File: config.mk
export PLATFORM = sky130hd
export DESIGN_NAME = async_serial_char_engine
export DESIGN_NICKNAME = d
export VERILOG_FILES = /design/src/design/serial_pkg.sv /design/src/design/baud_tick_gen.sv /design/src/design/async_serial_char_engine.sv
export SDC_FILE = /design/constraint.sdc
export NUM_CORES = 1
export LEC_CHECK = 0
export ABC_AREA = 1
export BUFFER_PORTS_ARGS = -buffer_cell sky130_fd_sc_hd__buf_4
export CAP_MARGIN = 10
export CORE_AREA = 2 2 103 130
export CTS_BUF_LIST = sky130_fd_sc_hd__clkbuf_2
export DETAILED_ROUTE_END_ITERATION = 8
export DIE_AREA = 0 0 105 132
export PLACE_DENSITY = 0.8
export SKIP_CTS_REPAIR_TIMING = 1
export SLEW_MARGIN = 20
export SYNTH_ARGS = -nofsm -noshare
export SYNTH_HDL_FRONTEND = slang
export SYNTH_SLANG_ARGS = --single-unit
File: constraint.sdc
create_clock -name aclk -period 1.9 [get_ports aclk]
set_clock_uncertainty 0.2 [all_clocks]
set_input_delay 0.38 -clock aclk [delete_from_list [all_inputs] [get_ports aclk]]
set_output_delay 0.38 -clock aclk [all_outputs]
set_load 0.02 [all_outputs]
File: src/design/serial_pkg.sv
/*
 * Shared constants and types for the serial character engine: register
 * offsets, field positions, reset values, frame lengths and state codes.
 * Assumes a 32-bit AXI4-Lite register bus with 8-bit byte addresses.
 */
package serial_pkg;

	// ----------------------------------------------------------------
	// register byte offsets
	// ----------------------------------------------------------------
	localparam logic [7:0] OFF_CTRL_ONE = 8'h00; // serial_control_one
	localparam logic [7:0] OFF_CTRL_TWO = 8'h04; // serial_control_two
	localparam logic [7:0] OFF_CTRL_THREE = 8'h08; // serial_control_three
	localparam logic [7:0] OFF_STAT_ONE = 8'h0c; // serial_status_one
	localparam logic [7:0] OFF_STAT_TWO = 8'h10; // serial_status_two
	localparam logic [7:0] OFF_DATA = 8'h14; // serial_data_buffer
	localparam logic [7:0] OFF_BAUD = 8'h18; // baud_select_register
	localparam logic [7:0] OFF_CONFIG = 8'h1c; // system_config_two

	// ----------------------------------------------------------------
	// field positions
	// ----------------------------------------------------------------
	localparam int C1_MODULE_EN = 0;
	localparam int C1_CHAR9 = 1;
	localparam int C1_INVERT = 2;
	localparam int C2_TX_EN = 0;
	localparam int C2_RX_EN = 1;
	localparam int C2_SEND_BREAK = 2;
	localparam int C2_TBE_IE = 3;
	localparam int C2_TC_IE = 4;
	localparam int C2_RXF_IE = 5;
	localparam int C3_TX_NINTH = 0;
	localparam int C3_RX_NINTH = 1;
	localparam int S1_TBE = 0;
	localparam int S1_TC = 1;
	localparam int S1_RXF = 2;
	localparam int S1_FE = 3;
	localparam int S1_NF = 4;
	localparam int S2_BREAK = 0;
	localparam int S2_RX_BUSY = 1;
	localparam int BAUD_LONG_BREAK = 8;
	localparam int CFG_BUS_SRC = 0;

	// ----------------------------------------------------------------
	// reset values and timing counts
	// ----------------------------------------------------------------
	localparam logic [7:0] DIVISOR_RESET = 8'h00;
	localparam logic CFG_BUS_SRC_RESET = 1'b1;
	// bus clock is a quarter of the fast oscillator clock (aclk)
	localparam logic [1:0] BUS_PRESCALE_LAST = 2'h3;
	localparam logic [3:0] OVERSAMPLE_LAST = 4'hf; // 16 ticks per bit
	localparam logic [3:0] FRAME_LEN_8 = 4'ha;
	localparam logic [3:0] FRAME_LEN_9 = 4'hb;
	localparam logic [3:0] DATA_LEN_8 = 4'h8;
	localparam logic [3:0] DATA_LEN_9 = 4'h9;
	localparam logic [1:0] RESP_OKAY = 2'h0;
	localparam logic [1:0] RESP_SLVERR = 2'h2;

	// ----------------------------------------------------------------
	// types
	// ----------------------------------------------------------------
	typedef struct packed {
		logic baud_clock_source_sel;
		logic long_break_sel;
		logic [7:0] divisor;
		logic rx_full_irq_en;
		logic tx_complete_irq_en;
		logic tx_empty_irq_en;
		logic send_break;
		logic rx_enable;
		logic tx_enable;
		logic tx_invert;
		logic char9;
		logic module_enable;
		logic tx_ninth_bit;
	} ctrl_s;

	typedef enum logic [2:0] {
		TX_IDLE = 3'h0,
		TX_IDLECHAR = 3'h1,
		TX_DATA = 3'h3,
		TX_BREAK = 3'h2,
		TX_MARK = 3'h6
	} tx_state_e;

	typedef enum logic [1:0] {
		RX_IDLE = 2'h0,
		RX_START = 2'h1,
		RX_BITS = 2'h3,
		RX_EXTRA = 2'h2
	} rx_state_e;

endpackage

File: src/design/baud_tick_gen.sv
/*
 * Shared baud generator: one-cycle oversample tick at 16x the baud rate.
 * Assumes aclk is the fast oscillator clock; the bus-clock source is
 * modelled as a divide-by-four enable of aclk.
 */
`timescale 1ns/1ns
`default_nettype none

module baud_tick_gen (
	// clock and reset
	input wire logic aclk,
	input wire logic aresetn,
	// configuration
	input wire logic run,
	input wire logic bus_src,
	input wire logic [7:0] divisor,
	// tick out
	output logic oversample_tick
);

	logic [1:0] pre_ff;
	logic [7:0] cnt_ff;
	logic src_en;

	assign src_en = !bus_src || (pre_ff == serial_pkg::BUS_PRESCALE_LAST);

	always_ff @(posedge aclk) begin
		if (!aresetn || !run) begin
			pre_ff <= 2'h0;
		end else begin
			pre_ff <= pre_ff + 2'h1;
		end
	end

	always_ff @(posedge aclk) begin
		if (!aresetn || !run) begin
			cnt_ff <= 8'h00;
			oversample_tick <= 1'b0;
		end else begin
			oversample_tick <= 1'b0;
			if (src_en) begin
				if (cnt_ff >= divisor) begin
					cnt_ff <= 8'h00;
					oversample_tick <= 1'b1;
				end else begin
					cnt_ff <= cnt_ff + 8'h01;
				end
			end
		end
	end

endmodule
`default_nettype wire

File: src/design/async_serial_char_engine.sv
/*
 * Full-duplex asynchronous serial transmitter and receiver with an
 * AXI4-Lite register slave. Assumes one 250 MHz clock, synchronous
 * active-low reset and a receive input already synchronous to aclk.
 */
// The register offsets and the AXI4-Lite register port were chosen for this implementation.
`timescale 1ns/1ns
`default_nettype none

// Overview of operation
// transmit 8 or 9 bit characters; ninth bit comes from tx_ninth_bit
// rx_ninth_bit holds received bit 8, or a copy of bit 7 in 8-bit mode
// each transmission starts with an all-ones preamble before data is loaded; code sends none when tx_enable is cleared and set again while idle
// frames carry a 0 start bit first and a 1 stop bit last
// tx_buffer_empty sets when the buffer hands a byte to the shifter
// tx_buffer_empty clears only by status-one read then data write
// software enables module, then transmitter, then writes data
// the line rests at logic 1 when nothing is shifted
// clearing module_enable releases both pins at once
// break is all zeros, length from char length and long break select
// breaks repeat while send_break is set, then at least one 1 bit
// break detected on 10/11 zeros, or 11/12 with long break select
// break sets framing, full and break flags, clears data and ninth bit
// idle character is all ones of character length; preamble is one
// clearing tx_enable mid-character finishes it, then the line idles
// clearing and resetting tx_enable mid-character queues one idle character
// tx_invert inverts every transmitted level
// tx_complete sets when shifter and buffer are empty and nothing generated
// received data goes to the buffer and sets rx_full with its interrupt
// data address writes the transmit buffer and reads the receive buffer
// transmitter and receiver share one baud generator with selectable source
// the receiver samples at 16 times the baud rate
// framing error set with rx_full when the stop position holds no 1
// data bits go out least significant first, ninth bit last
module async_serial_char_engine (
	// clock and reset
	input wire logic aclk,
	input wire logic aresetn,
	// axi4-lite write
	input wire logic [7:0] s_axi_awaddr,
	input wire logic s_axi_awvalid,
	output logic s_axi_awready,
	input wire logic [31:0] s_axi_wdata,
	input wire logic [3:0] s_axi_wstrb,
	input wire logic s_axi_wvalid,
	output logic s_axi_wready,
	output logic [1:0] s_axi_bresp,
	output logic s_axi_bvalid,
	input wire logic s_axi_bready,
	// axi4-lite read
	input wire logic [7:0] s_axi_araddr,
	input wire logic s_axi_arvalid,
	output logic s_axi_arready,
	output logic [31:0] s_axi_rdata,
	output logic [1:0] s_axi_rresp,
	output logic s_axi_rvalid,
	input wire logic s_axi_rready,
	// serial line
	input wire logic rxd,
	output logic txd_out,
	output logic txd_oe,
	// interrupt requests
	output logic tx_irq,
	output logic rx_irq
);

	// ----------------------------------------------------------------
	// state
	// ----------------------------------------------------------------
	serial_pkg::ctrl_s ctrl_ff;
	serial_pkg::tx_state_e tx_state_ff;
	serial_pkg::rx_state_e rx_state_ff;
	logic [7:0] tx_buf_ff, rx_buf_ff;
	logic tbe_ff, tc_ff, rxf_ff, fe_ff, nf_ff, brk_ff, rx_ninth_ff, armed_ff;
	logic [10:0] tx_sh_ff;
	logic [3:0] tx_cnt_ff, tx_rt_ff, rx_rt_ff, rx_idx_ff;
	logic need_pre_ff, queue_idle_ff, te_prev_ff;
	logic [8:0] rx_sh_ff;
	logic [2:0] rx_hist_ff;
	logic [1:0] rx_smp_ff;
	logic rx_noise_ff, rx_zero_ff;
	logic os_tick;

	// ----------------------------------------------------------------
	// decode helpers
	// ----------------------------------------------------------------
	function automatic logic hit(input logic [7:0] addr, input logic [7:0] off);
		hit = (addr[7:2] == off[7:2]);
	endfunction

	function automatic logic mapped(input logic [7:0] addr);
		mapped = (addr[7:2] <= serial_pkg::OFF_CONFIG[7:2]);
	endfunction

	function automatic logic vote(input logic [2:0] s);
		vote = (s[0] & s[1]) | (s[0] & s[2]) | (s[1] & s[2]);
	endfunction

	// ----------------------------------------------------------------
	// bus slave
	// ----------------------------------------------------------------
	logic wr_do, rd_do, en;
	logic [31:0] rd_val;
	assign wr_do = s_axi_awready && s_axi_wready;
	assign rd_do = s_axi_arready;
	assign en = ctrl_ff.module_enable;

	always_ff @(posedge aclk) begin
		if (!aresetn) begin
			s_axi_awready <= 1'b0;
			s_axi_wready <= 1'b0;
			s_axi_bvalid <= 1'b0;
			s_axi_bresp <= serial_pkg::RESP_OKAY;
		end else begin
			// both channels are taken together, one write at a time
			s_axi_awready <= s_axi_awvalid && s_axi_wvalid && !s_axi_awready && !s_axi_bvalid;
			s_axi_wready <= s_axi_awvalid && s_axi_wvalid && !s_axi_awready && !s_axi_bvalid;
			if (wr_do) begin
				s_axi_bvalid <= 1'b1;
				s_axi_bresp <= mapped(s_axi_awaddr) ? serial_pkg::RESP_OKAY
					: serial_pkg::RESP_SLVERR;
			end else if (s_axi_bready) begin
				s_axi_bvalid <= 1'b0;
			end
		end
	end

	always_comb begin
		rd_val = 32'h0;
		if (hit(s_axi_araddr, serial_pkg::OFF_CTRL_ONE)) begin
			rd_val[serial_pkg::C1_MODULE_EN] = ctrl_ff.module_enable;
			rd_val[serial_pkg::C1_CHAR9] = ctrl_ff.char9;
			rd_val[serial_pkg::C1_INVERT] = ctrl_ff.tx_invert;
		end else if (hit(s_axi_araddr, serial_pkg::OFF_CTRL_TWO)) begin
			rd_val[serial_pkg::C2_TX_EN] = ctrl_ff.tx_enable;
			rd_val[serial_pkg::C2_RX_EN] = ctrl_ff.rx_enable;
			rd_val[serial_pkg::C2_SEND_BREAK] = ctrl_ff.send_break;
			rd_val[serial_pkg::C2_TBE_IE] = ctrl_ff.tx_empty_irq_en;
			rd_val[serial_pkg::C2_TC_IE] = ctrl_ff.tx_complete_irq_en;
			rd_val[serial_pkg::C2_RXF_IE] = ctrl_ff.rx_full_irq_en;
		end else if (hit(s_axi_araddr, serial_pkg::OFF_CTRL_THREE)) begin
			rd_val[serial_pkg::C3_TX_NINTH] = ctrl_ff.tx_ninth_bit;
			rd_val[serial_pkg::C3_RX_NINTH] = rx_ninth_ff;
		end else if (hit(s_axi_araddr, serial_pkg::OFF_STAT_ONE)) begin
			rd_val[serial_pkg::S1_TBE] = tbe_ff;
			rd_val[serial_pkg::S1_TC] = tc_ff;
			rd_val[serial_pkg::S1_RXF] = rxf_ff;
			rd_val[serial_pkg::S1_FE] = fe_ff;
			rd_val[serial_pkg::S1_NF] = nf_ff;
		end else if (hit(s_axi_araddr, serial_pkg::OFF_STAT_TWO)) begin
			rd_val[serial_pkg::S2_BREAK] = brk_ff;
			rd_val[serial_pkg::S2_RX_BUSY] = (rx_state_ff != serial_pkg::RX_IDLE);
		end else if (hit(s_axi_araddr, serial_pkg::OFF_DATA)) begin
			rd_val[7:0] = rx_buf_ff;
		end else if (hit(s_axi_araddr, serial_pkg::OFF_BAUD)) begin
			rd_val[7:0] = ctrl_ff.divisor;
			rd_val[serial_pkg::BAUD_LONG_BREAK] = ctrl_ff.long_break_sel;
		end else if (hit(s_axi_araddr, serial_pkg::OFF_CONFIG)) begin
			rd_val[serial_pkg::CFG_BUS_SRC] = ctrl_ff.baud_clock_source_sel;
		end
	end

	always_ff @(posedge aclk) begin
		if (!aresetn) begin
			s_axi_arready <= 1'b0;
			s_axi_rvalid <= 1'b0;
			s_axi_rdata <= 32'h0;
			s_axi_rresp <= serial_pkg::RESP_OKAY;
		end else begin
			s_axi_arready <= s_axi_arvalid && !s_axi_arready && !s_axi_rvalid;
			if (rd_do) begin
				s_axi_rvalid <= 1'b1;
				s_axi_rdata <= rd_val;
				s_axi_rresp <= mapped(s_axi_araddr) ? serial_pkg::RESP_OKAY
					: serial_pkg::RESP_SLVERR;
			end else if (s_axi_rready) begin
				s_axi_rvalid <= 1'b0;
			end
		end
	end

	// ----------------------------------------------------------------
	// control registers
	// ----------------------------------------------------------------
	logic wlo, whi;
	assign wlo = wr_do && s_axi_wstrb[0];
	assign whi = wr_do && s_axi_wstrb[1];

	always_ff @(posedge aclk) begin
		if (!aresetn) begin
			ctrl_ff <= '0;
			ctrl_ff.divisor <= serial_pkg::DIVISOR_RESET;
			ctrl_ff.baud_clock_source_sel <= serial_pkg::CFG_BUS_SRC_RESET;
		end else begin
			if (wlo && hit(s_axi_awaddr, serial_pkg::OFF_CTRL_ONE)) begin
				ctrl_ff.module_enable <= s_axi_wdata[serial_pkg::C1_MODULE_EN];
				ctrl_ff.char9 <= s_axi_wdata[serial_pkg::C1_CHAR9];
				ctrl_ff.tx_invert <= s_axi_wdata[serial_pkg::C1_INVERT];
			end
			if (wlo && hit(s_axi_awaddr, serial_pkg::OFF_CTRL_TWO)) begin
				ctrl_ff.tx_enable <= s_axi_wdata[serial_pkg::C2_TX_EN];
				ctrl_ff.rx_enable <= s_axi_wdata[serial_pkg::C2_RX_EN];
				ctrl_ff.send_break <= s_axi_wdata[serial_pkg::C2_SEND_BREAK];
				ctrl_ff.tx_empty_irq_en <= s_axi_wdata[serial_pkg::C2_TBE_IE];
				ctrl_ff.tx_complete_irq_en <= s_axi_wdata[serial_pkg::C2_TC_IE];
				ctrl_ff.rx_full_irq_en <= s_axi_wdata[serial_pkg::C2_RXF_IE];
			end
			if (wlo && hit(s_axi_awaddr, serial_pkg::OFF_CTRL_THREE)) begin
				ctrl_ff.tx_ninth_bit <= s_axi_wdata[serial_pkg::C3_TX_NINTH];
			end
			if (wlo && hit(s_axi_awaddr, serial_pkg::OFF_BAUD)) begin
				ctrl_ff.divisor <= s_axi_wdata[7:0];
			end
			if (whi && hit(s_axi_awaddr, serial_pkg::OFF_BAUD)) begin
				ctrl_ff.long_break_sel <= s_axi_wdata[serial_pkg::BAUD_LONG_BREAK];
			end
			if (wlo && hit(s_axi_awaddr, serial_pkg::OFF_CONFIG)) begin
				ctrl_ff.baud_clock_source_sel <= s_axi_wdata[serial_pkg::CFG_BUS_SRC];
			end
		end
	end

	baud_tick_gen u_baud (
		.aclk(aclk),
		.aresetn(aresetn),
		.run(en),
		.bus_src(ctrl_ff.baud_clock_source_sel),
		.divisor(ctrl_ff.divisor),
		.oversample_tick(os_tick)
	);

	// ----------------------------------------------------------------
	// transmitter
	// ----------------------------------------------------------------
	logic tx_en, char_end, pick, take;
	logic [3:0] frame_len;
	assign tx_en = en && ctrl_ff.tx_enable;
	assign frame_len = ctrl_ff.char9 ? serial_pkg::FRAME_LEN_9 : serial_pkg::FRAME_LEN_8;
	assign char_end = (tx_state_ff != serial_pkg::TX_IDLE) && os_tick
		&& (tx_rt_ff == serial_pkg::OVERSAMPLE_LAST) && (tx_cnt_ff == 4'h1);
	assign pick = ((tx_state_ff == serial_pkg::TX_IDLE) && tx_en) || char_end;
	assign take = pick && tx_en && !need_pre_ff && !queue_idle_ff && !ctrl_ff.send_break
		&& (tx_state_ff != serial_pkg::TX_BREAK) && !tbe_ff;

	always_ff @(posedge aclk) begin
		if (!aresetn || !en) begin
			tx_state_ff <= serial_pkg::TX_IDLE;
			tx_sh_ff <= '1;
			tx_cnt_ff <= 4'h0;
			tx_rt_ff <= 4'h0;
			need_pre_ff <= 1'b1;
			queue_idle_ff <= 1'b0;
			te_prev_ff <= 1'b0;
		end else begin
			te_prev_ff <= ctrl_ff.tx_enable;
			if (ctrl_ff.tx_enable && !te_prev_ff && tx_state_ff != serial_pkg::TX_IDLE) begin
				queue_idle_ff <= 1'b1;
			end
			if (os_tick && tx_state_ff != serial_pkg::TX_IDLE) begin
				tx_rt_ff <= tx_rt_ff + 4'h1;
			end
			if (pick) begin
				tx_rt_ff <= 4'h0;
				if (!tx_en) begin
					tx_state_ff <= serial_pkg::TX_IDLE;
					need_pre_ff <= 1'b1;
				end else if (need_pre_ff || queue_idle_ff) begin
					tx_state_ff <= serial_pkg::TX_IDLECHAR;
					tx_sh_ff <= '1;
					tx_cnt_ff <= frame_len;
					need_pre_ff <= 1'b0;
					queue_idle_ff <= 1'b0;
				end else if (ctrl_ff.send_break) begin
					tx_state_ff <= serial_pkg::TX_BREAK;
					tx_sh_ff <= '0;
					tx_cnt_ff <= frame_len + {3'h0, ctrl_ff.long_break_sel};
				end else if (tx_state_ff == serial_pkg::TX_BREAK) begin
					tx_state_ff <= serial_pkg::TX_MARK;
					tx_sh_ff <= '1;
					tx_cnt_ff <= 4'h1;
				end else if (take) begin
					tx_state_ff <= serial_pkg::TX_DATA;
					// lsb first after the start bit, ninth bit just before stop
					tx_sh_ff <= {1'b1, ctrl_ff.char9 ? ctrl_ff.tx_ninth_bit : 1'b1,
						tx_buf_ff, 1'b0};
					tx_cnt_ff <= frame_len;
				end else begin
					tx_state_ff <= serial_pkg::TX_IDLE;
				end
			end else if (os_tick && tx_state_ff != serial_pkg::TX_IDLE
				&& tx_rt_ff == serial_pkg::OVERSAMPLE_LAST) begin
				tx_sh_ff <= {tx_state_ff != serial_pkg::TX_BREAK, tx_sh_ff[10:1]};
				tx_cnt_ff <= tx_cnt_ff - 4'h1;
			end
		end
	end

	// tx buffer flags; the hand-over set wins over a same-cycle clear
	logic data_wr, data_rd;
	assign data_wr = wlo && hit(s_axi_awaddr, serial_pkg::OFF_DATA);
	assign data_rd = rd_do && hit(s_axi_araddr, serial_pkg::OFF_DATA);

	always_ff @(posedge aclk) begin
		if (!aresetn) begin
			tbe_ff <= 1'b1;
			tx_buf_ff <= 8'h00;
			armed_ff <= 1'b0;
			tc_ff <= 1'b1;
		end else begin
			if (rd_do && hit(s_axi_araddr, serial_pkg::OFF_STAT_ONE)) begin
				armed_ff <= 1'b1;
			end else if (data_wr || data_rd) begin
				armed_ff <= 1'b0;
			end
			if (data_wr) begin
				tx_buf_ff <= s_axi_wdata[7:0];
			end
			if (take) begin
				tbe_ff <= 1'b1;
			end else if (data_wr && armed_ff) begin
				tbe_ff <= 1'b0;
			end
			tc_ff <= (tx_state_ff == serial_pkg::TX_IDLE) && tbe_ff && !take
				&& !(tx_en && (need_pre_ff || ctrl_ff.send_break));
		end
	end

	// ----------------------------------------------------------------
	// receiver
	// ----------------------------------------------------------------
	logic [3:0] data_len;
	logic smp_bit, rx_done, rx_fe, rx_brk;
	assign data_len = ctrl_ff.char9 ? serial_pkg::DATA_LEN_9 : serial_pkg::DATA_LEN_8;
	assign smp_bit = vote({rx_smp_ff, rxd});

	always_ff @(posedge aclk) begin
		if (!aresetn || !en || !ctrl_ff.rx_enable) begin
			rx_state_ff <= serial_pkg::RX_IDLE;
			rx_rt_ff <= 4'h0;
			rx_idx_ff <= 4'h0;
			rx_hist_ff <= 3'h0;
			rx_smp_ff <= 2'h0;
			rx_sh_ff <= 9'h0;
			rx_noise_ff <= 1'b0;
			rx_zero_ff <= 1'b0;
			rx_done <= 1'b0;
			rx_fe <= 1'b0;
			rx_brk <= 1'b0;
		end else begin
			rx_done <= 1'b0;
			rx_fe <= 1'b0;
			rx_brk <= 1'b0;
			if (os_tick) begin
				rx_rt_ff <= rx_rt_ff + 4'h1;
				if (rx_rt_ff == 4'h2 || rx_rt_ff == 4'h4 || rx_rt_ff == 4'h7
					|| rx_rt_ff == 4'h8) begin
					rx_smp_ff <= {rx_smp_ff[0], rxd};
				end
				case (rx_state_ff)
					serial_pkg::RX_IDLE: begin
						rx_hist_ff <= {rx_hist_ff[1:0], rxd};
						if (!rxd && rx_hist_ff == 3'h7) begin
							rx_state_ff <= serial_pkg::RX_START;
							rx_rt_ff <= 4'h0;
							rx_noise_ff <= 1'b0;
						end
					end
					serial_pkg::RX_START: begin
						if (rx_rt_ff == 4'h6) begin
							if (smp_bit) begin
								rx_state_ff <= serial_pkg::RX_IDLE;
							end else begin
								rx_noise_ff <= |{rx_smp_ff, rxd};
							end
						end
						if (rx_rt_ff == serial_pkg::OVERSAMPLE_LAST) begin
							rx_state_ff <= serial_pkg::RX_BITS;
							rx_idx_ff <= 4'h0;
							rx_zero_ff <= 1'b1;
						end
					end
					serial_pkg::RX_BITS, serial_pkg::RX_EXTRA: begin
						if (rx_rt_ff == 4'h9) begin
							if ({rx_smp_ff, rxd} != 3'h0 && {rx_smp_ff, rxd} != 3'h7) begin
								rx_noise_ff <= 1'b1;
							end
							rx_idx_ff <= rx_idx_ff + 4'h1;
							if (rx_state_ff == serial_pkg::RX_EXTRA) begin
								rx_state_ff <= serial_pkg::RX_IDLE;
								rx_done <= 1'b1;
								rx_fe <= 1'b1;
								rx_brk <= !smp_bit;
							end else if (rx_idx_ff < data_len) begin
								rx_sh_ff <= {smp_bit, rx_sh_ff[8:1]};
								rx_zero_ff <= rx_zero_ff && !smp_bit;
							end else if (!smp_bit && rx_zero_ff
								&& ctrl_ff.long_break_sel) begin
								rx_state_ff <= serial_pkg::RX_EXTRA;
							end else begin
								rx_state_ff <= serial_pkg::RX_IDLE;
								rx_done <= 1'b1;
								rx_fe <= !smp_bit;
								rx_brk <= !smp_bit && rx_zero_ff;
							end
						end
					end
					default: begin
						rx_state_ff <= serial_pkg::RX_IDLE;
					end
				endcase
			end
			// a break leaves the line low, so fresh ones are needed first
			if (rx_done) begin
				rx_hist_ff <= 3'h0;
			end
		end
	end

	// receive buffer and flags; a new character wins over a clear
	always_ff @(posedge aclk) begin
		if (!aresetn) begin
			rx_buf_ff <= 8'h00;
			rx_ninth_ff <= 1'b0;
			rxf_ff <= 1'b0;
			fe_ff <= 1'b0;
			nf_ff <= 1'b0;
			brk_ff <= 1'b0;
		end else if (rx_done) begin
			rxf_ff <= 1'b1;
			fe_ff <= rx_fe;
			nf_ff <= rx_noise_ff;
			if (rx_brk) begin
				rx_buf_ff <= 8'h00;
				rx_ninth_ff <= 1'b0;
				brk_ff <= 1'b1;
			end else begin
				rx_buf_ff <= ctrl_ff.char9 ? rx_sh_ff[7:0] : rx_sh_ff[8:1];
				rx_ninth_ff <= rx_sh_ff[8];
			end
		end else if (data_rd && armed_ff) begin
			rxf_ff <= 1'b0;
			fe_ff <= 1'b0;
			nf_ff <= 1'b0;
			brk_ff <= 1'b0;
		end
	end

	// ----------------------------------------------------------------
	// pins and requests
	// ----------------------------------------------------------------
	always_ff @(posedge aclk) begin
		if (!aresetn) begin
			txd_out <= 1'b1;
			txd_oe <= 1'b0;
			tx_irq <= 1'b0;
			rx_irq <= 1'b0;
		end else begin
			txd_out <= ((tx_state_ff == serial_pkg::TX_IDLE) ? 1'b1 : tx_sh_ff[0])
				^ ctrl_ff.tx_invert;
			txd_oe <= en && (ctrl_ff.tx_enable
				|| tx_state_ff != serial_pkg::TX_IDLE);
			tx_irq <= (tbe_ff && ctrl_ff.tx_empty_irq_en)
				|| (tc_ff && ctrl_ff.tx_complete_irq_en);
			rx_irq <= rxf_ff && ctrl_ff.rx_full_irq_en;
		end
	end

endmodule
`default_nettype wire

**Word-level counts from Yosys, hierarchy flattened**

Index checks and enable logic that the tools add are counted.

- Add/subtract/negate cells: 7
- $lt $le $gt $ge: 4
- Eq/ne operators: 44
- Mux-type cells: 106
- Bitwise operators: 12
- Reductions and logical operators: 102

Operators by type and width:

| operator | count |
|---|---|
| 2-to-1 mux 8 bit | 10 |
| 2-to-1 mux 11 bit | 7 |
| 2-to-1 mux 4 bit | 12 |
| 2-to-1 mux 1 bit | 45 |
| logical AND 1 bit | 43 |
| == test 6 x 3 -> 1 bit, second input constant | 7 |
| 2-to-1 mux 7 bit | 6 |
| 2-to-1 mux 2 bit | 13 |
| == test 6 x 2 -> 1 bit, second input constant | 3 |
| 2-to-1 mux 3 bit | 6 |
| != test 2 bit, second input constant | 9 |
| AND reduction 6 bit | 3 |
| logical NOT 1 bit | 17 |
| == test 4 bit, second input constant | 4 |
| nonzero test 2 bit | 7 |
| adder 4 x 1 -> 4 bit, second input constant | 3 |
| == test 4 x 3 -> 1 bit, second input constant | 3 |
| == test 6 x 1 -> 1 bit, second input constant | 2 |
| <= comparator 6 x 3 -> 1 bit, second input constant | 2 |
| logical NOT 6 bit | 2 |
| logical OR 1 bit | 12 |
| 2-to-1 mux 6 bit | 2 |
| != test 3 bit, second input constant | 4 |
| OR reduction 2 bit | 5 |
| 33 further kinds | 48 |

- Bits in registers: 130
- Input port bits: 60
- Output and inout port bits: 45
- Logic and storage cells: 330

**Logic depth before layout (Yosys ltp)**

Gate-level depths: netlist of run 1.

- Depth after elaboration: 18
- Gate-level depth with buffers: 13

**Modules after synthesis**

A second synthesis of run 1 with hierarchy kept.

- Cells, all modules: 896
- Area, all modules: 6471.2 um^2

Modules (own cells, without submodules):

| module | instances | cells each | area each (um^2) | sequential area each (um^2) |
|---|---|---|---|---|
| async_serial_char_engine | 1 | 795 | 5753.0 | 2342.2 |
| baud_tick_gen | 1 | 101 | 718.2 | 220.2 |

**Worst setup path after synthesis of run 1**

OpenSTA, ideal clock, no wires.

- Path kind: reg-to-reg
- Start: reg tx_cnt_ff[1]
- End: reg tx_sh_ff[8]
- Data arrival time: 1.441 ns
- Data required time: 1.564 ns
- Path slack: 0.123 ns
- Cell stages (with the launch flop): 14
- Clock period less this slack: 1.777 ns
- Cells stage by stage: dfxtp_1 -> inv_1 -> ha_1 -> inv_1 -> nor2_2 -> nand4_4 -> nand2_4 -> buf_6 -> inv_2 -> buf_6 -> nand2_1 -> nand2_1 -> nand3_2 -> nand3_2

- Cells in the longest elaborated chain, start to end: 11
- Elaborated cells on any way between the ends: 14

RTL lines:

| what | line | text |
|---|---|---|
| from (decl) | async_serial_char_engine.sv:76 | `logic [3:0] tx_cnt_ff, tx_rt_ff, rx_rt_ff, rx_idx_ff;` |
| from (signal assigned) | async_serial_char_engine.sv:270 | `tx_cnt_ff <= frame_len;` |
| from (signal assigned) | async_serial_char_engine.sv:276 | `tx_cnt_ff <= frame_len + {3'h0, ctrl_ff.long_break_sel};` |
| from (signal assigned) | async_serial_char_engine.sv:286 | `tx_cnt_ff <= frame_len;` |
| == test 4 x 1 -> 1 bit * | async_serial_char_engine.sv:240 | `&& (tx_rt_ff == serial_pkg::OVERSAMPLE_LAST) && (tx_cnt_ff == 4'h1);` |
| logical AND 1 bit * | async_serial_char_engine.sv:240 |  |
| logical OR 1 bit * | async_serial_char_engine.sv:241 | `assign pick = ((tx_state_ff == serial_pkg::TX_IDLE) && tx_en) \|\| char_end;` |
| logical AND 1 bit (4 in series) | async_serial_char_engine.sv:242 | `assign take = pick && tx_en && !need_pre_ff && !queue_idle_ff && !ctrl_ff.send_break` |
| logical AND 1 bit (2 in series) | async_serial_char_engine.sv:243 | `&& (tx_state_ff != serial_pkg::TX_BREAK) && !tbe_ff;` |
| != test 5 x 2 -> 1 bit (no source line) | - |  |
| AND reduction 3 bit (no source line) | - |  |
| to (signal assigned) | async_serial_char_engine.sv:284 | `tx_sh_ff <= {1'b1, ctrl_ff.char9 ? ctrl_ff.tx_ninth_bit : 1'b1,` |
| to (signal assigned) | async_serial_char_engine.sv:292 | `tx_sh_ff <= {tx_state_ff != serial_pkg::TX_BREAK, tx_sh_ff[10:1]};` |
| to (decl) | async_serial_char_engine.sv:75 | `logic [10:0] tx_sh_ff;` |

Mark *: on every way between the ends. The rest lies on a longest branch, timed or not.
A chain may end at the register's enable or synchronous reset.

**Worst setup path in the final report of run 1**

- Start: reg tx_cnt_ff[1]
- End: reg tx_sh_ff[10]

Same word-level chain as after synthesis.

==> results.cfg, run 1 <==
[detailed_routing]
wirelength_um = 16200
drtIter0Drc = 358
num_vias = 6194
antenna_left = 0
wl_per_cell_um = 13.4
drt-vias-per-instance = 5.14
drtPass1Iterations = 5
drc = 0

[cells_and_area]
final_util_pct = 64.0
mostFrequentLayoutCells = nand2_1 (184), dfxtp_1 (116), inv_1 (104), nor2_1 (95), a21oi_1 (92)
fin_area_mm2 = 0.00803
final_common_cell = nand2_1
drive_gt1_share_pct = 20.3
nNetsFinal = 1102
syn_to_final_growth_pct = 22.4
diodes = 0

[critical_path]
worstPathRequired_ns = 2.29
endpoint_kind = flip-flop
critPathKind = flip-flop to flip-flop
r2r_setup_slack_ns = 0.002
r2r-start = tx_cnt_ff[1]$_SDFFE_PP0P_
cpPeakStageDelay_ns = 0.36
worstPathArrival_ns = 2.29
path_max_fanout = 5
startpoint_type = flip-flop
slowest_stage = dfxtp_2
worst-r2r-cell-count = 10
crit_chain = inv_2 > ha_4 > inv_2 > nor2_4 > nand4_4 > nand2_8 > nand4_4 > clkbuf_16 > nand3_2 > nand3_2
r2r-end = tx_sh_ff[10]$_SDFFE_PP1P_

[floorplan]
die_w_um = 105
core_area_mm2 = 0.0125
die_area_mm2 = 0.0139
die_h_um = 132
fp-row-count = 46
io_pins = 105
start_util_pct = 52.3

[timing]
whs_ns = 0.0249
fin_crit_ns = 1.90
rsz0062_at_grt = yes
clock.fmax_ghz = 0.527
hold_viol = 0
worst_pin_slew_ns = 0.522
setup_tns_ns = 0
fin_crit_sh_pct = 99.9
slew_viol_final = 0
maxSlewHeadroom_pct = 65.2
setup_viol = 0

[run_status]
status = completed

[flow_run]
maxCapViolCount = 0

[cts]
clock-root-buffer = clkbuf_2
cts_buffer_depth = 2
cts.sinks = 128
clk_pin_slew_ns = 0.19
clkLatencyLatePin_ns = 0.69
cts_buffers = 17
ctsHtreeMaxLevel = 4
cts_tree = built

[pwr]
vdd_drop_max_uv = 465
p_leak_nw = 3.37
report.power.total_mw = 5.13
powerDensity_mw_per_mm2 = 639

[placed_design]
hpwl_um = 11500
placed_area_mm2 = 0.00719
port_buffers = 50
routabilityCongestion = 0.966

[synth]
ys_ff_latch = 128
syn_avg_cell_area_um2 = 7.19
synthFlopType = dfxtp_1
async_flop_share_pct = 0
ys_seq_area_share_pct = 39.1
ys_types = 43
synth_cells = 912
synth_warnings = 0
synth_edf_count = 0
synth_area_mm2 = 0.00656

[global_route]
grt_max_degree = 25
grt_pass1_vias = 5563
antenna_found_initial = 0
grt_use_total_pct = 21.8
grt_pass1_wl_um = 24800
gr-total-overflow = 0

[worst_hold_path]
hp-start = s_axi_araddr[3]
hold_path_class = input port to flip-flop
hold_depth = 6
hold_path_end = armed_ff$_SDFFE_PN0P_
-- state kept, by name (all words and copies together) (netlist names), 2 cells and up --
name,cells
s_axi_rdata,9
rx_hist_ff,3
rx_smp_ff,2
rx_idx_ff,4
tx_rt_ff,4
u_baud.cnt_ff,8
rx_rt_ff,4
rx_sh_ff,9
rx_buf_ff,8
rx_state_ff,2
u_baud.pre_ff,2
tx_state_ff,3
ctrl_ff,19
tx_cnt_ff,4
tx_buf_ff,8
tx_sh_ff,11
-- layer usage --
layer	vias to the layer above	track usage, %	routed length (µm)
met2	147	40.9	8640
met1	2876	23.3	6420
li1	3128	-	-
met3	43	4.05	513
met5	-	0	0
met4	0	10.0	616
-- power by group --
group | internal [mW] | total, mW | switching (mW)
clock | 1.12 | 2.15 | 1.03
combinational | 0.115 | 0.275 | 0.159
sequential | 2.70 | 2.71 | 0.00984
total | 3.93 | 5.13 | 1.20
-- cells in the mapped netlist, types with 4 or more instances --
library cell / count / share of area (%)
nand2_1: 187 / 11
dfxtp_1: 128 / 39
inv_1: 107 / 6.1
a21oi_1: 95 / 7.2
nor2_1: 95 / 5.4
o21ai_0: 69 / 5.3
nand3_1: 45 / 3.4
buf_4: 28 / 3.2
nand3_2: 20 / 3.1
ha_1: 19 / 3.6
nor3_1: 15 / 1.1
clkbuf_1: 12 / 0.69
xor2_1: 9 / 1.2
a211oi_1: 8 / 0.92
inv_2: 7 / 0.40
buf_6: 6 / 1.0
nand2_2: 6 / 0.57
nand4_1: 6 / 0.57
buf_2: 5 / 0.38
nor2_2: 5 / 0.48
nand3b_1: 4 / 0.46
o211ai_1: 4 / 0.46
-- stage by stage --
step / setup slack, ns / std cells
floorplan: 0.123 / 936
global placement: -0.0446 / 1140
detailed placement: -0.129 / 1140
CTS: -0.145 / 1172
global route: -0.115 / 1204
finish: 0.00198 / 1204
-- cells by family (layout without fill, tap and decap cells) --
logic type	count (synthesis)	count (layout)	share of synthesized area, %
compound gates	187	187	15.3
xor+xnor	10	10	1.34
fa+ha+maj	19	19	3.62
buf+inv	169	268	12.3
flops	128	128	39.1
other cells	1	25	0.0572
simple gates	398	399	28.3
-- worst max-delay path by stage --
stage,startpoint,to,slack (ns)
after floorplan,tx_cnt_ff[1]$_SDFFE_PP0P_,tx_sh_ff[8]$_SDFFE_PP1P_,0.12
after global routing,tx_cnt_ff[1]$_SDFFE_PP0P_,tx_cnt_ff[2]$_SDFFE_PP0P_,-0.12
after global placement,tx_rt_ff[0]$_SDFFE_PP0P_,tx_sh_ff[6]$_SDFFE_PP1P_,-0.04
final,tx_cnt_ff[1]$_SDFFE_PP0P_,tx_sh_ff[10]$_SDFFE_PP1P_,0.002
after CTS,tx_rt_ff[0]$_SDFFE_PP0P_,tx_sh_ff[10]$_SDFFE_PP1P_,-0.14
after detailed placement,tx_rt_ff[0]$_SDFFE_PP0P_,tx_sh_ff[3]$_SDFFE_PP1P_,-0.13
-- final cells by class --
type,count,area [µm²]
timing repair buffer,122,1080
tap,168,210
clock buffer,17,85.1
sequential,128,2580
fill,1056,4520
inverter,114,428
clock inverter,15,241
multi-input combinational,640,3410
-- worst max-delay path: cells and delay by family, from the launching register on --
kind | cells | cell delay (ns)
buffers and inverters | 3 | 0.33
AND/OR/NAND/NOR | 6 | 0.77
flip-flops | 1 | 0.36
adder cells (fa/ha/maj) | 1 | 0.13
Note: power is estimated with default switching activity, not from simulation.
==> run 2, diff against run 1 <==
--- a/config.mk
+++ b/config.mk
@@ -8,10 +8,10 @@
 export ABC_AREA = 1
 export BUFFER_PORTS_ARGS = -buffer_cell sky130_fd_sc_hd__buf_4
 export CAP_MARGIN = 10
-export CORE_AREA = 2 2 103 130
+export CORE_AREA = 2 2 136 99
 export CTS_BUF_LIST = sky130_fd_sc_hd__clkbuf_2
 export DETAILED_ROUTE_END_ITERATION = 8
-export DIE_AREA = 0 0 105 132
+export DIE_AREA = 0 0 138 101
 export PLACE_DENSITY = 0.8
 export SKIP_CTS_REPAIR_TIMING = 1
 export SLEW_MARGIN = 20
==> run 2 against run 1 <==
Against the previous run:
- the run now ends with negative setup slack left
- fmax down 2.9%
- final cell count up 0.50%
- combinational power increased by 6%
- setup slack worse by 0.056 ns
- critical path type is now input port to flip-flop
- critical endpoint is now ctrl_ff[19]$_SDFFE_PN1P_
==> results.cfg, run 2 (synthesis gave the netlist of run 1 again) <==
[detailed_routing]
num_vias = 6256
drt-vias-per-instance = 5.17
wl_met3_um = 1220
drc = 0
wirelength_um = 16400
wl_met2_um = 7040
drtPass1Iterations = 6
drtIter0Drc = 458
antenna_left = 0
drt-met1-wl_um = 7940
highest_layer = met4
wl_per_cell_um = 13.6

[cts]
cts_buffers = 17
ctsHtreeMaxLevel = 4
cts_buffer_depth = 2
cts.sinks = 128
clk_pin_slew_ns = 0.22
clkLatencyLatePin_ns = 0.70
clock-root-buffer = clkbuf_2
cts_tree = built

[run_status]
status = complete, but fails checks
violations = negative setup slack

[placed_design]
dp.cells = 1140
routabilityCongestion = 0.921
hpwl_um = 11700
placed_area_mm2 = 0.00720
port_buffers = 50

[cells_and_area]
mostFrequentLayoutCells = nand2_1 (183), dfxtp_1 (117), inv_1 (103), a21oi_1 (95), nor2_1 (93)
fin_area_mm2 = 0.00804
multi_input_area_mm2 = 0.00341
largest_register = ctrl_ff
final_common_cell = nand2_1
top_regs = ctrl_ff x19, tx_sh_ff x11
seqCellArea_mm2 = 0.00258
syn_to_final_growth_pct = 22.5
nNetsFinal = 1110
diodes = 0
drive_gt1_share_pct = 19.9
finalNonFillerCells = 1210
largest_reg_flops = 19
n_fill_cell = 1118

[global_route]
grt_use_total_pct = 22.8
gr-total-overflow = 0
antenna_found_initial = 0
grt_pass1_wl_um = 25700
grt_max_degree = 29
grt_pass1_vias = 5317

[critical_path]
critPathKind = input port to flip-flop
startpoint_type = input port
worstPathRequired_ns = 2.29
path_max_fanout = 5
endpoint_kind = flip-flop
worstPathArrival_ns = 2.34

[timing]
setup_tns_ns = -0.0543
fin_crit_ns = 1.95
slew_viol_final = 0
setup_ws_ns = -0.0543
rsz0062_at_grt = yes
hold_viol = 0
setup_viol = 1
clock.fmax_ghz = 0.512
fin_crit_sh_pct = 103

[pwr]
powerDensity_mw_per_mm2 = 606
vdd_drop_max_uv = 444
p_leak_nw = 3.37

[floorplan]
die_area_mm2 = 0.0139
die_h_um = 101
fp-row-count = 35
core_area_mm2 = 0.0127
die_w_um = 138
io_pins = 105
start_util_pct = 51.7

[flow_run]
maxCapViolCount = 0

[worst_hold_path]
hold_path_class = input port to flip-flop
-- run 2: cell types whose count changed in the layout (fill, tap and decap cells not counted), sizes merged, moves of 2 or more --
cell / previous run / this run
buf: 93 / 99
bufinv: 6 / 4
clkinv: 5 / 7
clkinvlp: 4 / 1
dlygate4sd3: 27 / 31
-- run 2: final cells by class --
class / instances / area share, %
multi-input cells: 639 / 42.4
flip-flops and latches: 128 / 32.1
repair buffers: 131 / 14.3
inverters: 114 / 5.32
well taps: 166 / 2.58
clock inverters: 13 / 2.09
clock buffers: 19 / 1.18
-- run 2: layer usage --
metal,track usage (%),vias up
met4,6.75,0
met3,5.70,19
met5,0,-
li1,-,3145
met2,32.9,237
met1,33.4,2855
-- run 2: worst paths after layout --
check                         startpoint                           to  slack, ns  cells past startpoint
max                      s_axi_awaddr[7]     ctrl_ff[19]$_SDFFE_PN1P_      -0.05                      6
min                      s_axi_araddr[4]        armed_ff$_SDFFE_PN0P_        0.1                      6
max reg2reg    tx_cnt_ff[1]$_SDFFE_PP0P_    tx_cnt_ff[2]$_SDFFE_PP0P_       0.11                     11
min reg2reg  u_baud.pre_ff[0]$_SDFF_PP0_  u_baud.pre_ff[0]$_SDFF_PP0_       0.24                      1
-- run 2: power breakdown --
| group | total (mW) | leakage [nW] | switching (mW) | internal [mW] |
|---|---|---|---|---|
| sequential | 2.71 | 1.04 | 0.00850 | 2.70 |
| combinational | 0.291 | 2.18 | 0.165 | 0.125 |
| clock | 1.88 | 0.154 | 1.02 | 0.856 |
-- run 2: stage by stage --
stage | utilization, % | power [mW] | setup WS [ns] | hold WS (ns)
CTS | 58.8 | 4.83 | -0.160 | -0.300
finish | 63.3 | 4.87 | -0.0543 | 0.0989
floorplan | - | 2.92 | 0.123 | 0.199
detailed placement | 56.7 | 2.99 | -0.0747 | 0.214
global route | 63.3 | 5.03 | -0.0871 | 0.0849
global placement | 56.7 | 2.99 | -0.0145 | 0.209
-- run 2: worst max-delay path, cell delays in order --
cell and delay (ns):
dlygate4sd3_1 0.54, buf_4 0.13, nor2_1 0.22, nand2_1 0.18, dlygate4sd3_1 0.60, o311ai_0 0.29
==> run 3, diff against run 2 <==
--- a/config.mk
+++ b/config.mk
@@ -13,7 +13,6 @@
 export DETAILED_ROUTE_END_ITERATION = 8
 export DIE_AREA = 0 0 138 101
 export PLACE_DENSITY = 0.8
-export SKIP_CTS_REPAIR_TIMING = 1
 export SLEW_MARGIN = 20
 export SYNTH_ARGS = -nofsm -noshare
 export SYNTH_HDL_FRONTEND = slang
==> run 3 against run 2 <==
Against the previous run:
- the flow still finishes with violations (negative setup slack)
- final cell count grew 0.33%
- global-route usage up 0.92 points
- cell area rose by 0.22%
- setup slack improved by 0.048 ns
- sequential power hardly changed
- via count up 0.64%
- routed wire length increased by 2.9%
- die area stayed put
- clock power about the same
- hold slack worse by 0.081 ns
- count of clock-buffer cells in the layout did not move
==> results.cfg, run 3 (synthesis gave the netlist of run 1 again) <==
[run_status]
status = complete, but fails checks
violations = negative setup slack

[critical_path]
cpPeakStageDelay_ns = 0.54
path_depth = 9
r2r_setup_slack_ns = 0.05
critPathKind = input port to flip-flop
startpoint_type = input port
endpoint_kind = flip-flop
worstPathRequired_ns = 2.30
worst-r2r-cell-count = 7
path_max_fanout = 5
r2r-start = rx_rt_ff[3]$_SDFFE_PP0P_
slowest_stage = dlygate4sd3_1
worstPathArrival_ns = 2.31
r2r-end = rx_state_ff[1]$_SDFFE_PP0P_
cp_top_family = buffers and inverters
crit_chain = dlygate4sd3_1 > buf_4 > nor2_1 > nand3b_1 > nor2_1 > inv_1 > nor2_1 > o21ai_0 > a21oi_1
crit_end = s_axi_rdata[4]$_SDFFE_PN0P_
critPathBufInv = 3
crit_start = s_axi_araddr[6]
crit_top_cell = nor2_1

[global_route]
grt_max_degree = 29
gr-total-overflow = 0
antenna_found_initial = 0
grt_pass1_vias = 5542
grt_use_total_pct = 23.7
grt_pass1_wl_um = 26700

[cts]
ctsHtreeMaxLevel = 4
clk_pin_slew_ns = 0.22
clock-root-buffer = clkbuf_2
cts_tree = built
cts_buffer_depth = 2
cts_buffers = 17
clkLatencyLatePin_ns = 0.69
cts.sinks = 128

[pwr]
swShare_pct = 24.4
powerDensity_mw_per_mm2 = 605
p_leak_nw = 3.40
switchingPower_mw = 1.19
p_clk_share_pct = 38.3
cell_internal_pwr_mw = 3.68
seqPwrFrac_pct = 55.5
vdd_drop_max_uv = 470
p_comb_share_pct = 6.2

[floorplan]
io_pins = 105
die_w_um = 138
start_util_pct = 51.7
core_area_mm2 = 0.0127
die_area_mm2 = 0.0139
fp-row-count = 35
die_h_um = 101

[detailed_routing]
wirelength_um = 16900
wl_per_cell_um = 13.9
drtPass1Iterations = 7
drtIter0Drc = 462
num_vias = 6296
antenna_left = 0
drc = 0
drt-vias-per-instance = 5.19

[cells_and_area]
diodes = 0
nNetsFinal = 1114
fin_area_mm2 = 0.00806
final_common_cell = nand2_1
largest_register = ctrl_ff
largest_reg_flops = 19
finalNonFillerCells = 1214
top_regs = ctrl_ff x19, tx_sh_ff x11
drive_gt1_share_pct = 20.1
syn_to_final_growth_pct = 22.8
mostFrequentLayoutCells = nand2_1 (181), dfxtp_1 (118), inv_1 (104), a21oi_1 (95), nor2_1 (91)

[worst_hold_path]
hold_path_class = input port to flip-flop
hp-start = s_axi_araddr[4]

[placed_design]
place_ws_ns = -0.0747
placed_area_mm2 = 0.00720
routabilityCongestion = 0.921
port_buffers = 50
dp.cells = 1140
hpwl_um = 11700

[timing]
setup_tns_ns = -0.00660
whs_ns = 0.0177
setup_ws_ns = -0.00660
fin_crit_sh_pct = 100
fin_crit_ns = 1.91
clock.fmax_ghz = 0.524
setup_viol = 1
slew_viol_final = 0
rsz0062_at_grt = yes
hold_viol = 0

[flow_run]
maxCapViolCount = 0
run 3: per-layer routing:
metal  part of all wire, %  track usage (%)  up-vias
li1                      -                -     3159
met1                    48             33.9     2902
met2                    43             35.6      213
met3                   7.5             5.61       22
met4                   1.5             7.06        0
met5                     0                0        -
run 3: final cells by class:
| type | instances | area [µm²] |
|---|---|---|
| clock buffers | 19 | 95.1 |
| clock inverters | 13 | 168 |
| fillers | 1121 | 4640 |
| inverters | 114 | 428 |
| multi-input cells | 640 | 3400 |
| flip-flops and latches | 128 | 2580 |
| well taps | 166 | 208 |
| repair buffers | 134 | 1180 |
run 3: power groups by stage:
| stage | clock network, mW | logic, mW | registers, mW |
|---|---|---|---|
| after floorplan | 0 | 0.153 | 2.77 |
| after global placement | 0 | 0.228 | 2.76 |
| after detailed placement | 0 | 0.231 | 2.76 |
| after CTS | 1.89 | 0.282 | 2.71 |
| after global routing | 2.01 | 0.324 | 2.71 |
| final | 1.87 | 0.303 | 2.71 |
run 3: worst min-delay path: cells and delay by family:
family,cells,cell delay [ns]
simple gates,4,0.29
buf+inv,1,0.12
compound gates,1,0.11
run 3: how the worst min path moves through the flow:
stage               depth (start not counted)  slack [ns]                     endpoint
CTS                                         6       0.002    tx_buf_ff[7]$_SDFFE_PN0P_
global placement                            1        0.21  u_baud.pre_ff[0]$_SDFF_PP0_
detailed placement                          1        0.21  u_baud.pre_ff[0]$_SDFF_PP0_
finish                                      6        0.02        armed_ff$_SDFFE_PN0P_
global route                                6        0.03    tx_buf_ff[7]$_SDFFE_PN0P_
floorplan                                   1        0.20  u_baud.pre_ff[0]$_SDFF_PP0_
run 3: what timing repair did:
action | in CTS | in global routing
endpoints found under the hold margin | 45 | 0
gates cloned | 0 | 1
gates resized for setup | 9 | 49
pin swaps | 0 | 9
hold buffers | 33 | 0
endpoints found under the setup margin | 16 | 52
setup buffers | 0 | 9
run 3: through the flow:
stage	total power, mW	utilization (%)
finish	4.87	63.4
CTS	4.88	61.5
global placement	2.99	56.7
floorplan	2.92	-
global route	5.04	63.4
detailed placement	2.99	56.7
